**src/verilog/scss_params.svh**
```systemverilog
// Constants for the system clock source select block
`ifndef SCSS_PARAMS_SVH
`define SCSS_PARAMS_SVH

// Nominal source frequencies in kHz
`define SCSS_HF_FREQ_KHZ 16000
`define SCSS_MF_FREQ_KHZ 500
`define SCSS_LF_FREQ_KHZ 31
`define SCSS_SYS_FREQ_KHZ 125000
// Multiplier from the mid source up to the high source
`define SCSS_MULT_FACTOR (`SCSS_HF_FREQ_KHZ / `SCSS_MF_FREQ_KHZ)
// Half periods of the sources in system clock cycles
`define SCSS_MF_HALF_CYC ((`SCSS_SYS_FREQ_KHZ / `SCSS_MF_FREQ_KHZ) / 2)
`define SCSS_LF_HALF_CYC ((`SCSS_SYS_FREQ_KHZ / `SCSS_LF_FREQ_KHZ) / 2)
// Tuning field width and neutral value
`define SCSS_TUNE_W 6
`define SCSS_TUNE_RST 6'h00
// Clock output divides the selected clock by this
`define SCSS_CLKOUT_DIV 4
// Runtime select field encodings
`define SCSS_SCS_CFG 2'h0
`define SCSS_SCS_EXT 2'h1
// Config source field encodings
`define SCSS_FOSC_EXTERNAL_RC_MODE 3'h3
`define SCSS_FOSC_INTERNAL_OSCILLATOR_MODE 3'h4
`define SCSS_FOSC_EXT 3'h0
// Internal frequency select encodings
`define SCSS_IRCF_HF 2'h2
`define SCSS_IRCF_MF 2'h1
`define SCSS_IRCF_LF 2'h0
`define SCSS_CNT_W 16

`endif

```
**src/verilog/scss_pkg.sv**
```systemverilog
// Types for the system clock source select block
package scss_pkg;
	typedef enum logic [1:0] {
		SCSS_SRC_LF = 2'h0,
		SCSS_SRC_MF = 2'h1,
		SCSS_SRC_HF = 2'h2,
		SCSS_SRC_EXT = 2'h3
	} scss_src_t;
	typedef enum logic [1:0] {
		SCSS_SW_RUN = 2'h0,
		SCSS_SW_OLD_LOW = 2'h1,
		SCSS_SW_NEW_LOW = 2'h2
	} scss_sw_t;
endpackage

```
**src/verilog/scss_osc.sv**
```systemverilog
// Tunable square wave source made from the system clock
`timescale 1ns/10ps
`default_nettype none
`include "scss_params.svh"
module scss_osc #(
	parameter logic [15:0] HALF_CYC = 16'h0001,
	parameter bit TUNABLE = 1'b1
) (
	input wire logic clk_in, // System clock
	input wire logic rstn_in, // Async reset, low
	input wire logic signed [5:0] tune_in, // Signed trim
	output logic osc_out // Source clock level
);
	logic [15:0] cnt_r;
	logic [15:0] lim;
	logic osc_r;
	wire logic [15:0] trim = TUNABLE ? {{10{tune_in[5]}}, tune_in} : 16'h0000;
	// Trim moves the half period, never below two cycles
	assign lim = ((HALF_CYC - trim) < 16'h0002) ? 16'h0002 : (HALF_CYC - trim);
	assign osc_out = osc_r;
	always_ff @(posedge clk_in or negedge rstn_in) begin
		if (!rstn_in) begin
			cnt_r <= 16'h0000;
			osc_r <= 1'b0;
		end else if (cnt_r >= lim - 16'h0001) begin
			cnt_r <= 16'h0000;
			osc_r <= ~osc_r;
		end else begin
			cnt_r <= cnt_r + 16'h0001;
		end
	end
endmodule
`default_nettype wire

```
**src/verilog/scss_mult.sv**
```systemverilog
// Frequency multiplying loop locked to the mid source
`timescale 1ns/10ps
`default_nettype none
`include "scss_params.svh"
module scss_mult (
	input wire logic clk_in, // System clock
	input wire logic rstn_in, // Async reset, low
	input wire logic ref_in, // Mid source level
	output logic mult_out // Multiplied clock level
);
	// Measures the reference period and toggles 2*factor times per period
	// Fractional accumulator keeps the average rate exact; edges jitter by one cycle
	logic ref_d_r;
	logic [15:0] per_cnt_r;
	logic [15:0] per_r;
	logic [15:0] acc_r;
	logic mult_r;
	wire logic ref_rise = ref_in & ~ref_d_r;
	wire logic [15:0] inc = 16'(2 * `SCSS_MULT_FACTOR);
	wire logic [15:0] acc_sum = acc_r + inc;
	wire logic wrap = (per_r != 16'h0000) & (acc_sum >= per_r);
	assign mult_out = mult_r;
	always_ff @(posedge clk_in or negedge rstn_in) begin
		if (!rstn_in) begin
			ref_d_r <= 1'b0;
			per_cnt_r <= 16'h0000;
			per_r <= 16'h0000;
			acc_r <= 16'h0000;
			mult_r <= 1'b0;
		end else begin
			ref_d_r <= ref_in;
			per_cnt_r <= ref_rise ? 16'h0001 : per_cnt_r + 16'h0001;
			if (ref_rise)
				per_r <= per_cnt_r;
			if (per_r == 16'h0000)
				acc_r <= 16'h0000;
			else if (wrap)
				acc_r <= acc_sum - per_r;
			else
				acc_r <= acc_sum;
			if (wrap)
				mult_r <= ~mult_r;
		end
	end
endmodule
`default_nettype wire

```
**src/verilog/scss_top.sv**
```systemverilog
// System clock source selection, clock output and pin release
`timescale 1ns/10ps
`default_nettype none
`include "scss_params.svh"
// Function
// - Two independent oscillators and one multiplying loop feed three internal clock sources.
// - The high source is calibrated and runs at 16 MHz nominal.
// - The high source comes from the mid source through the multiplying loop.
// - The mid source is calibrated and runs at 500 kHz nominal.
// - The low source runs at 31 kHz nominal with no calibration.
// - A software tuning value trims the high and mid sources but not the low one.
// - After reset the clock comes from the three-bit configuration source field.
// - Writing the two-bit runtime select field switches the clock source while running.
// - In internal oscillator mode the input pin is released for general I/O.
// - The output pin is general I/O or a quarter-rate clock as the enable bit selects.
// - In external RC mode only the input pin carries the timing network.
module scss_top (
	input wire logic SYS_CLK_IN, // 125 MHz clock
	input wire logic RSTN_IN, // Async reset, low
	input wire logic [2:0] FOSC_CFG_IN, // Config source field
	input wire logic CLKOUT_EN_IN, // Config clock output enable
	input wire logic [1:0] SCS_IN, // Runtime select field
	input wire logic [1:0] IRCF_IN, // Internal frequency pick
	input wire logic [5:0] TUNE_IN, // Tuning register value
	input wire logic EXT_CLK_IN, // Input pin level
	input wire logic GPIO_OSC2_OUT_IN, // I/O data for output pin
	input wire logic GPIO_OSC2_OE_IN, // I/O enable for output pin
	output logic SYS_CLK_SEL_OUT, // Selected system clock
	output scss_pkg::scss_src_t SRC_OUT, // Active source
	output logic SWITCHING_OUT, // Switch in progress
	output logic OSC1_GPIO_OUT, // Input pin free for I/O
	output logic OSC2_OUT, // Output pin level
	output logic OSC2_OE_OUT // Output pin drive
);
	import scss_pkg::*;

	// ****************************************
	// Sources
	// ****************************************
	logic mf_clk;
	logic hf_clk;
	logic lf_clk;
	logic ext_s1_r;
	logic ext_s2_r;
	logic [5:0] tune_s1_r;
	logic [5:0] tune_r;
	logic [1:0] scs_s1_r;
	logic [1:0] scs_r;

	// Mid source, trimmed by the tuning value
	scss_osc #(.HALF_CYC(16'(`SCSS_MF_HALF_CYC)), .TUNABLE(1'b1)) u_mf (
		.clk_in(SYS_CLK_IN),
		.rstn_in(RSTN_IN),
		.tune_in(tune_r),
		.osc_out(mf_clk)
	);
	// Low source has no trim path
	scss_osc #(.HALF_CYC(16'(`SCSS_LF_HALF_CYC)), .TUNABLE(1'b0)) u_lf (
		.clk_in(SYS_CLK_IN),
		.rstn_in(RSTN_IN),
		.tune_in(6'h00),
		.osc_out(lf_clk)
	);
	// High source follows the mid source trim through the loop
	scss_mult u_mult (
		.clk_in(SYS_CLK_IN),
		.rstn_in(RSTN_IN),
		.ref_in(mf_clk),
		.mult_out(hf_clk)
	);

	// Pin and software inputs cross into this domain
	always_ff @(posedge SYS_CLK_IN or negedge RSTN_IN) begin
		if (!RSTN_IN) begin
			ext_s1_r <= 1'b0;
			ext_s2_r <= 1'b0;
			tune_s1_r <= `SCSS_TUNE_RST;
			tune_r <= `SCSS_TUNE_RST;
			scs_s1_r <= `SCSS_SCS_CFG;
			scs_r <= `SCSS_SCS_CFG;
		end else begin
			ext_s1_r <= EXT_CLK_IN;
			ext_s2_r <= ext_s1_r;
			tune_s1_r <= TUNE_IN;
			tune_r <= tune_s1_r;
			scs_s1_r <= SCS_IN;
			scs_r <= scs_s1_r;
		end
	end

	// ****************************************
	// Source decode
	// ****************************************
	logic [2:0] fosc_r;
	logic cfg_taken_r;
	// Holds switching off until the synchronised selects are valid
	logic settle_r;
	logic [1:0] ircf_s1_r;
	logic [1:0] ircf_r;

	// Config field is caught after reset release, not under reset
	always_ff @(posedge SYS_CLK_IN or negedge RSTN_IN) begin
		if (!RSTN_IN) begin
			fosc_r <= `SCSS_FOSC_EXT;
			cfg_taken_r <= 1'b0;
			settle_r <= 1'b0;
			ircf_s1_r <= `SCSS_IRCF_LF;
			ircf_r <= `SCSS_IRCF_LF;
		end else begin
			settle_r <= cfg_taken_r;
			ircf_s1_r <= IRCF_IN;
			ircf_r <= ircf_s1_r;
			if (!cfg_taken_r) begin
				fosc_r <= FOSC_CFG_IN;
				cfg_taken_r <= 1'b1;
			end
		end
	end

	wire logic cfg_is_int = (fosc_r == `SCSS_FOSC_INTERNAL_OSCILLATOR_MODE);
	wire logic cfg_is_rc = (fosc_r == `SCSS_FOSC_EXTERNAL_RC_MODE);
	wire logic use_int = scs_r[1] | ((scs_r == `SCSS_SCS_CFG) & cfg_is_int);
	wire scss_src_t int_src = (ircf_r == `SCSS_IRCF_HF) ? SCSS_SRC_HF :
		(ircf_r == `SCSS_IRCF_MF) ? SCSS_SRC_MF : SCSS_SRC_LF;
	wire scss_src_t want_src = use_int ? int_src : SCSS_SRC_EXT;

	function automatic logic src_lvl(input scss_src_t s, input logic lf, input logic mf,
		input logic hf, input logic ex);
		case (s)
			SCSS_SRC_LF: src_lvl = lf;
			SCSS_SRC_MF: src_lvl = mf;
			SCSS_SRC_HF: src_lvl = hf;
			default: src_lvl = ex;
		endcase
	endfunction

	// ****************************************
	// Glitch free switch
	// ****************************************
	scss_src_t cur_r;
	scss_src_t nxt_r;
	scss_sw_t sw_r;
	scss_sw_t sw_nxt;
	logic switching_r;
	logic sys_r;
	logic gate_r;

	wire logic cur_lvl = src_lvl(cur_r, lf_clk, mf_clk, hf_clk, ext_s2_r);
	wire logic new_lvl = src_lvl(nxt_r, lf_clk, mf_clk, hf_clk, ext_s2_r);

	// Output is held low from the switch start until the new low; costs up to a half period of the old and of the new source
	always_comb begin
		sw_nxt = sw_r;
		case (sw_r)
			// A reset-value select would start a false switch before the syncs fill
			SCSS_SW_RUN: if (settle_r && want_src != cur_r) sw_nxt = SCSS_SW_OLD_LOW;
			SCSS_SW_OLD_LOW: if (!cur_lvl) sw_nxt = SCSS_SW_NEW_LOW;
			SCSS_SW_NEW_LOW: if (!new_lvl) sw_nxt = SCSS_SW_RUN;
			default: sw_nxt = SCSS_SW_RUN;
		endcase
	end

	always_ff @(posedge SYS_CLK_IN or negedge RSTN_IN) begin
		if (!RSTN_IN) begin
			cur_r <= SCSS_SRC_EXT;
			nxt_r <= SCSS_SRC_EXT;
			sw_r <= SCSS_SW_RUN;
			switching_r <= 1'b0;
			gate_r <= 1'b0;
		end else begin
			sw_r <= sw_nxt;
			switching_r <= (sw_nxt != SCSS_SW_RUN);
			if (sw_r == SCSS_SW_RUN && sw_nxt == SCSS_SW_OLD_LOW)
				nxt_r <= want_src;
			if (sw_r == SCSS_SW_NEW_LOW && sw_nxt == SCSS_SW_RUN)
				cur_r <= nxt_r;
			gate_r <= cfg_taken_r & (sw_nxt != SCSS_SW_NEW_LOW);
		end
	end

	wire logic sys_nxt = gate_r & (sw_r != SCSS_SW_NEW_LOW) & cur_lvl & (sw_r == SCSS_SW_RUN);

	// ****************************************
	// Clock output divider and pins
	// ****************************************
	logic sys_d_r;
	logic [1:0] div_r;
	logic osc2_r;
	logic osc2_oe_r;
	logic osc1_gpio_r;
	wire logic sys_rise = sys_r & ~sys_d_r;
	// Quarter rate: toggle every second rising edge of the selected clock
	wire logic div_tog = sys_rise & (div_r == 2'(`SCSS_CLKOUT_DIV / 2 - 1));

	always_ff @(posedge SYS_CLK_IN or negedge RSTN_IN) begin
		if (!RSTN_IN) begin
			sys_r <= 1'b0;
			sys_d_r <= 1'b0;
			div_r <= 2'h0;
			osc2_r <= 1'b0;
			osc2_oe_r <= 1'b0;
			osc1_gpio_r <= 1'b0;
		end else begin
			sys_r <= sys_nxt;
			sys_d_r <= sys_r;
			if (div_tog)
				div_r <= 2'h0;
			else if (sys_rise)
				div_r <= div_r + 2'h1;
			if (div_tog)
				osc2_r <= ~osc2_r;
			osc2_oe_r <= CLKOUT_EN_IN | GPIO_OSC2_OE_IN;
			if (!CLKOUT_EN_IN)
				osc2_r <= GPIO_OSC2_OUT_IN;
			osc1_gpio_r <= use_int & cfg_taken_r;
		end
	end

	assign SYS_CLK_SEL_OUT = sys_r;
	assign SRC_OUT = cur_r;
	assign SWITCHING_OUT = switching_r;
	assign OSC1_GPIO_OUT = osc1_gpio_r;
	assign OSC2_OUT = osc2_r;
	assign OSC2_OE_OUT = osc2_oe_r;
endmodule
`default_nettype wire

```
**config.mk**
```make
export PLATFORM = sky130hd
export DESIGN_NAME = scss_top
export DESIGN_NICKNAME = d
export VERILOG_FILES = /design/src/verilog/scss_pkg.sv /design/src/verilog/scss_osc.sv /design/src/verilog/scss_mult.sv /design/src/verilog/scss_top.sv
export VERILOG_INCLUDE_DIRS = /design/src /design/src/verilog
export SDC_FILE = /design/constraint.sdc
export NUM_CORES = 1
export LEC_CHECK = 0
export BUFFER_PORTS_ARGS = -buffer_cell sky130_fd_sc_hd__buf_2
export CAP_MARGIN = 20
export CORE_MARGIN = 5
export CORE_UTILIZATION = 50
export CTS_CLUSTER_SIZE = 24
export DETAILED_ROUTE_END_ITERATION = 7
export GPL_TIMING_DRIVEN = 1
export HOLD_SLACK_MARGIN = 0.12
export PLACE_DENSITY_LB_ADDON = 0.1
export SKIP_LAST_GASP = 1
export SYNTH_ARGS = -nofsm -noshare
export SYNTH_HDL_FRONTEND = slang
export SYNTH_SLANG_ARGS = --single-unit
```
**constraint.sdc**
```tcl
create_clock -name SYS_CLK_IN -period 3.1 [get_ports SYS_CLK_IN]
set_input_delay 0.31 -clock SYS_CLK_IN [delete_from_list [all_inputs] [get_ports SYS_CLK_IN]]
set_output_delay 0.31 -clock SYS_CLK_IN [all_outputs]
set_load 0.02 [all_outputs]
```
==> out/qor.csv <==
metric,value,unit
Final Hold Fails,0,
clk buf depth,2,
num rows,41,
vias in the first global route,4729,
worst-path cell with the longest stage delay,dfrtp_1,
die area,0.01537,sq mm
Crit path largest cell delay,0.40,ns
RePlAce Congestion,0.8256,
final period utilization,0.9472,
Detailed Routing Iterations Pass 1,5,
area of the mapped netlist,0.006494,sq mm
crit path kind,register to register,
Hold WC Path Type,input pin to register,
Synth cell types,63,
sequential share of the synthesized area,0.4863,
YS warnings,0,
gr ovfl total,0,
via count,4668,
Leak Pwr,3.440,nW
PwrDens,972.4,mW/mm^2
Rel. slew slack,0.4407,
mux share of post-synthesis cell area,0.01888,
post-synthesis adder-cell area fraction,0.08131,
WP buf/inv,1,
H-tree levels,4,
root buffer cell,clkbuf_16,
Worst EP required,3.39,ns
n_diodes,0,
Worst EP arrival,3.23,ns
cell taking the most area after synthesis,dfrtp_1,
max cap viols,0,
"Primary FF master, synth",dfrtp_1,
Worst Tran Pin Value,0.8333,ns
Skew-Pair Late Insertion Delay,0.41,ns
Die Y,124.0,um
largest family of logic cells by synthesized area,simple AND/OR/NAND/NOR gates,
initial core utilization,0.5125,
first-pass GRT wire length,21870,um
share of layout cells above drive strength 1,0.1446,
Yosys reg bits,126,
crit end category,register,
Vias/cell,5.239,
critical path peak fanout,8,
Layout Nets,765,
antenna violations before repair,0,
gr usage total,0.1839,
Final Power,7.486,mW
total of fill cells in the finished design,1117,
Synth Area in XOR/XNOR,0.08497,
Area contributors post-synth,"dfrtp_1 (47%), ha_1 (7.5%), xor2_1 (5.0%)",
Core Region,0.01267,sq mm
Die W,124.0,um
post-synth top area share,0.4701,
max-slew violations,0,
Synth Instances,638,
CP Launch Type,register,
largest net degree at the start of global routing,86,
status,"complete, no violations",
fin crit period,2.936,ns
TritonCTS buffer count,17,
Port Buf Inserts,25,
crit path cell chain,"nand3_1, nor3_1, xor2_1, ha_1, a21o_1, a21oi_1, nor2b_1, or2_1, buf_12, o211ai_2, a21oi_2",
Post-DRT Antenna Nets,0,
Crit path max-delay family,simple AND/OR/NAND/NOR gates,
CTS tree,done,
final hold slack,0.1673,ns
setup TNS,0,ns
asr flop ratio synth,1.000,
Worst VDD drop,0.6500,mV
Post-Synth Simple-Gate Area,0.1647,
f_max,340.6,MHz
setup violators final,0,
Wirelength per Cell,14.22,um
Detailed Route WL,12670,um
syn avg cell area,10.18,sq um
clock sinks,126,
clk_skew,0.005657,ns
area delta synth->final,18.55,%
area fraction in compound gates after synthesis,0.1314,
number of enable flip-flop cells after synthesis,0,
Ports,26,
final core utilization,0.6076,
"CTS clk-pin slew, worst paths",0.06,ns
Detailed Place HPWL,9022,um
# DRC,0,
DRT iter0 DRCs,276,
-- sequential cells by signal, summed over array words and instances (netlist names), 3 cells and up --
signal / count
fosc_r: 3
tune_r: 6
tune_s1_r: 6
u_lf.cnt_r: 16
u_mf.cnt_r: 16
u_mult.acc_r: 16
u_mult.per_cnt_r: 16
u_mult.per_r: 16
-- cells in the final DEF, fill, tap and decap left out, types with 3 or more instances in the layout --
cell / netlist / layout
nor3_1: 11 / 11
o211ai_2: 5 / 5
clkbuf_1: 10 / 3
xnor2_1: 26 / 26
dlygate4sd3_1: 0 / 18
clkinv_4: 0 / 4
a31oi_1: 3 / 3
nand2b_1: 6 / 6
o21ai_1: 7 / 7
o21a_1: 7 / 7
buf_4: 0 / 11
clkbuf_16: 0 / 17
a21oi_2: 6 / 6
a21oi_1: 25 / 25
a21o_1: 8 / 8
conb_1: 2 / 13
inv_1: 32 / 32
clkinvlp_4: 0 / 3
and4_1: 4 / 4
nand3_1: 33 / 33
nor4_1: 4 / 4
nand2_1: 54 / 53
a211oi_1: 7 / 6
or3_1: 6 / 6
dfrtp_1: 122 / 122
nand4_1: 8 / 8
o31ai_1: 4 / 4
and3_1: 14 / 14
ha_1: 39 / 38
mux2_2: 5 / 5
xor2_1: 37 / 37
o21ai_0: 24 / 24
buf_2: 3 / 24
a211o_1: 3 / 3
dfstp_2: 4 / 4
nor2b_1: 7 / 6
nor2_1: 70 / 70
-- cell type report --
type | count | area [sq um] | share of cell area
Tap cell | 172 | 215.2 | 0.02795
Inverter | 32 | 120.1 | 0.01560
Clock inverter | 11 | 135.1 | 0.01755
Clock buffer | 21 | 450.4 | 0.05851
Timing Repair Buffer | 55 | 422.9 | 0.05493
Sequential cell | 126 | 3158 | 0.4102
Multi-Input combinational cell | 474 | 3197 | 0.4152
-- final timing paths --
path,cells after the start,end,slack [ns],startpoint
max,11,u_mult.acc_r[7]$_DFF_PN0_,0.16,u_mult.acc_r[8]$_DFF_PN0_
min reg2reg,0,tune_r[1]$_DFF_PN0_,0.35,tune_s1_r[1]$_DFF_PN0_
max reg2reg,11,u_mult.acc_r[7]$_DFF_PN0_,0.16,u_mult.acc_r[8]$_DFF_PN0_
min in group asynchronous,2,tune_r[3]$_DFF_PN0_,0.47,RSTN_IN
max in group asynchronous,3,nxt_r[0]$_DFFE_PN1P_,1.78,RSTN_IN
min,3,OSC2_OUT$_DFFE_PN0P_,0.17,GPIO_OSC2_OUT_IN
-- power by group --
| group | internal (mW) | total (mW) | switching, mW |
|---|---|---|---|
| registers | 2.03 | 2.33 | 0.297 |
| clock network | 1.21 | 1.93 | 0.722 |
| logic | 1.42 | 3.23 | 1.80 |
| total | 4.66 | 7.49 | 2.82 |
-- repair_timing --
action                                  CTS  global route
buffers inserted                          0             1
endpoints found under the hold margin    57             0
pin swaps                                 0             2
endpoints found under the setup margin    5            14
hold buffers                             18             0
gates resized for setup                   1             2
-- synth_stat cells, types with 5 or more instances --
master,number
ha_1,39
a21o_1,8
nor2_1,70
a21oi_2,6
nand2_1,54
o211ai_2,5
o21ai_1,7
nand3_1,33
mux2_2,5
inv_1,32
a21oi_1,25
nand4_1,8
o21ai_0,24
xnor2_1,26
dfrtp_1,122
clkbuf_1,10
nor2b_1,7
nand2b_1,6
xor2_1,37
and3_1,14
nor3_1,11
a211oi_1,7
or3_1,6
o21a_1,7
-- routing by layer --
layer,vias up,global-route usage,share of wire
met5,-,0,0
met2,57,0.2984,0.48
met3,17,0.05268,0.035
met1,2244,0.2302,0.47
li1,2350,-,-
met4,0,0.07871,0.017
-- worst min-delay path, stage by stage --
cell and delay [ns]:
buf_2 0.10, nor2_1 0.08, a21oi_1 0.05
-- kinds of logic (layout without fill, tap and decap cells) --
group           Yosys count  count (layout)
fa+ha+maj                42              42
flops                   126             126
buf+inv                  49             119
xor+xnor                 63              63
compound gates          121             121
other cells               2              13
simple gates            226             226
mux                       9               9
-- metrics by stage --
step                worst slack, ns  cells  cell area, sq um
floorplan                    0.2920    649              6535
global placement             0.1358    840              6905
detailed placement         0.004271    840              6905
CTS                         0.05511    890              7674
global route              -0.005573    891              7699
finish                       0.1638    891              7699
No activity file was read; power rests on OpenSTA's default activity.
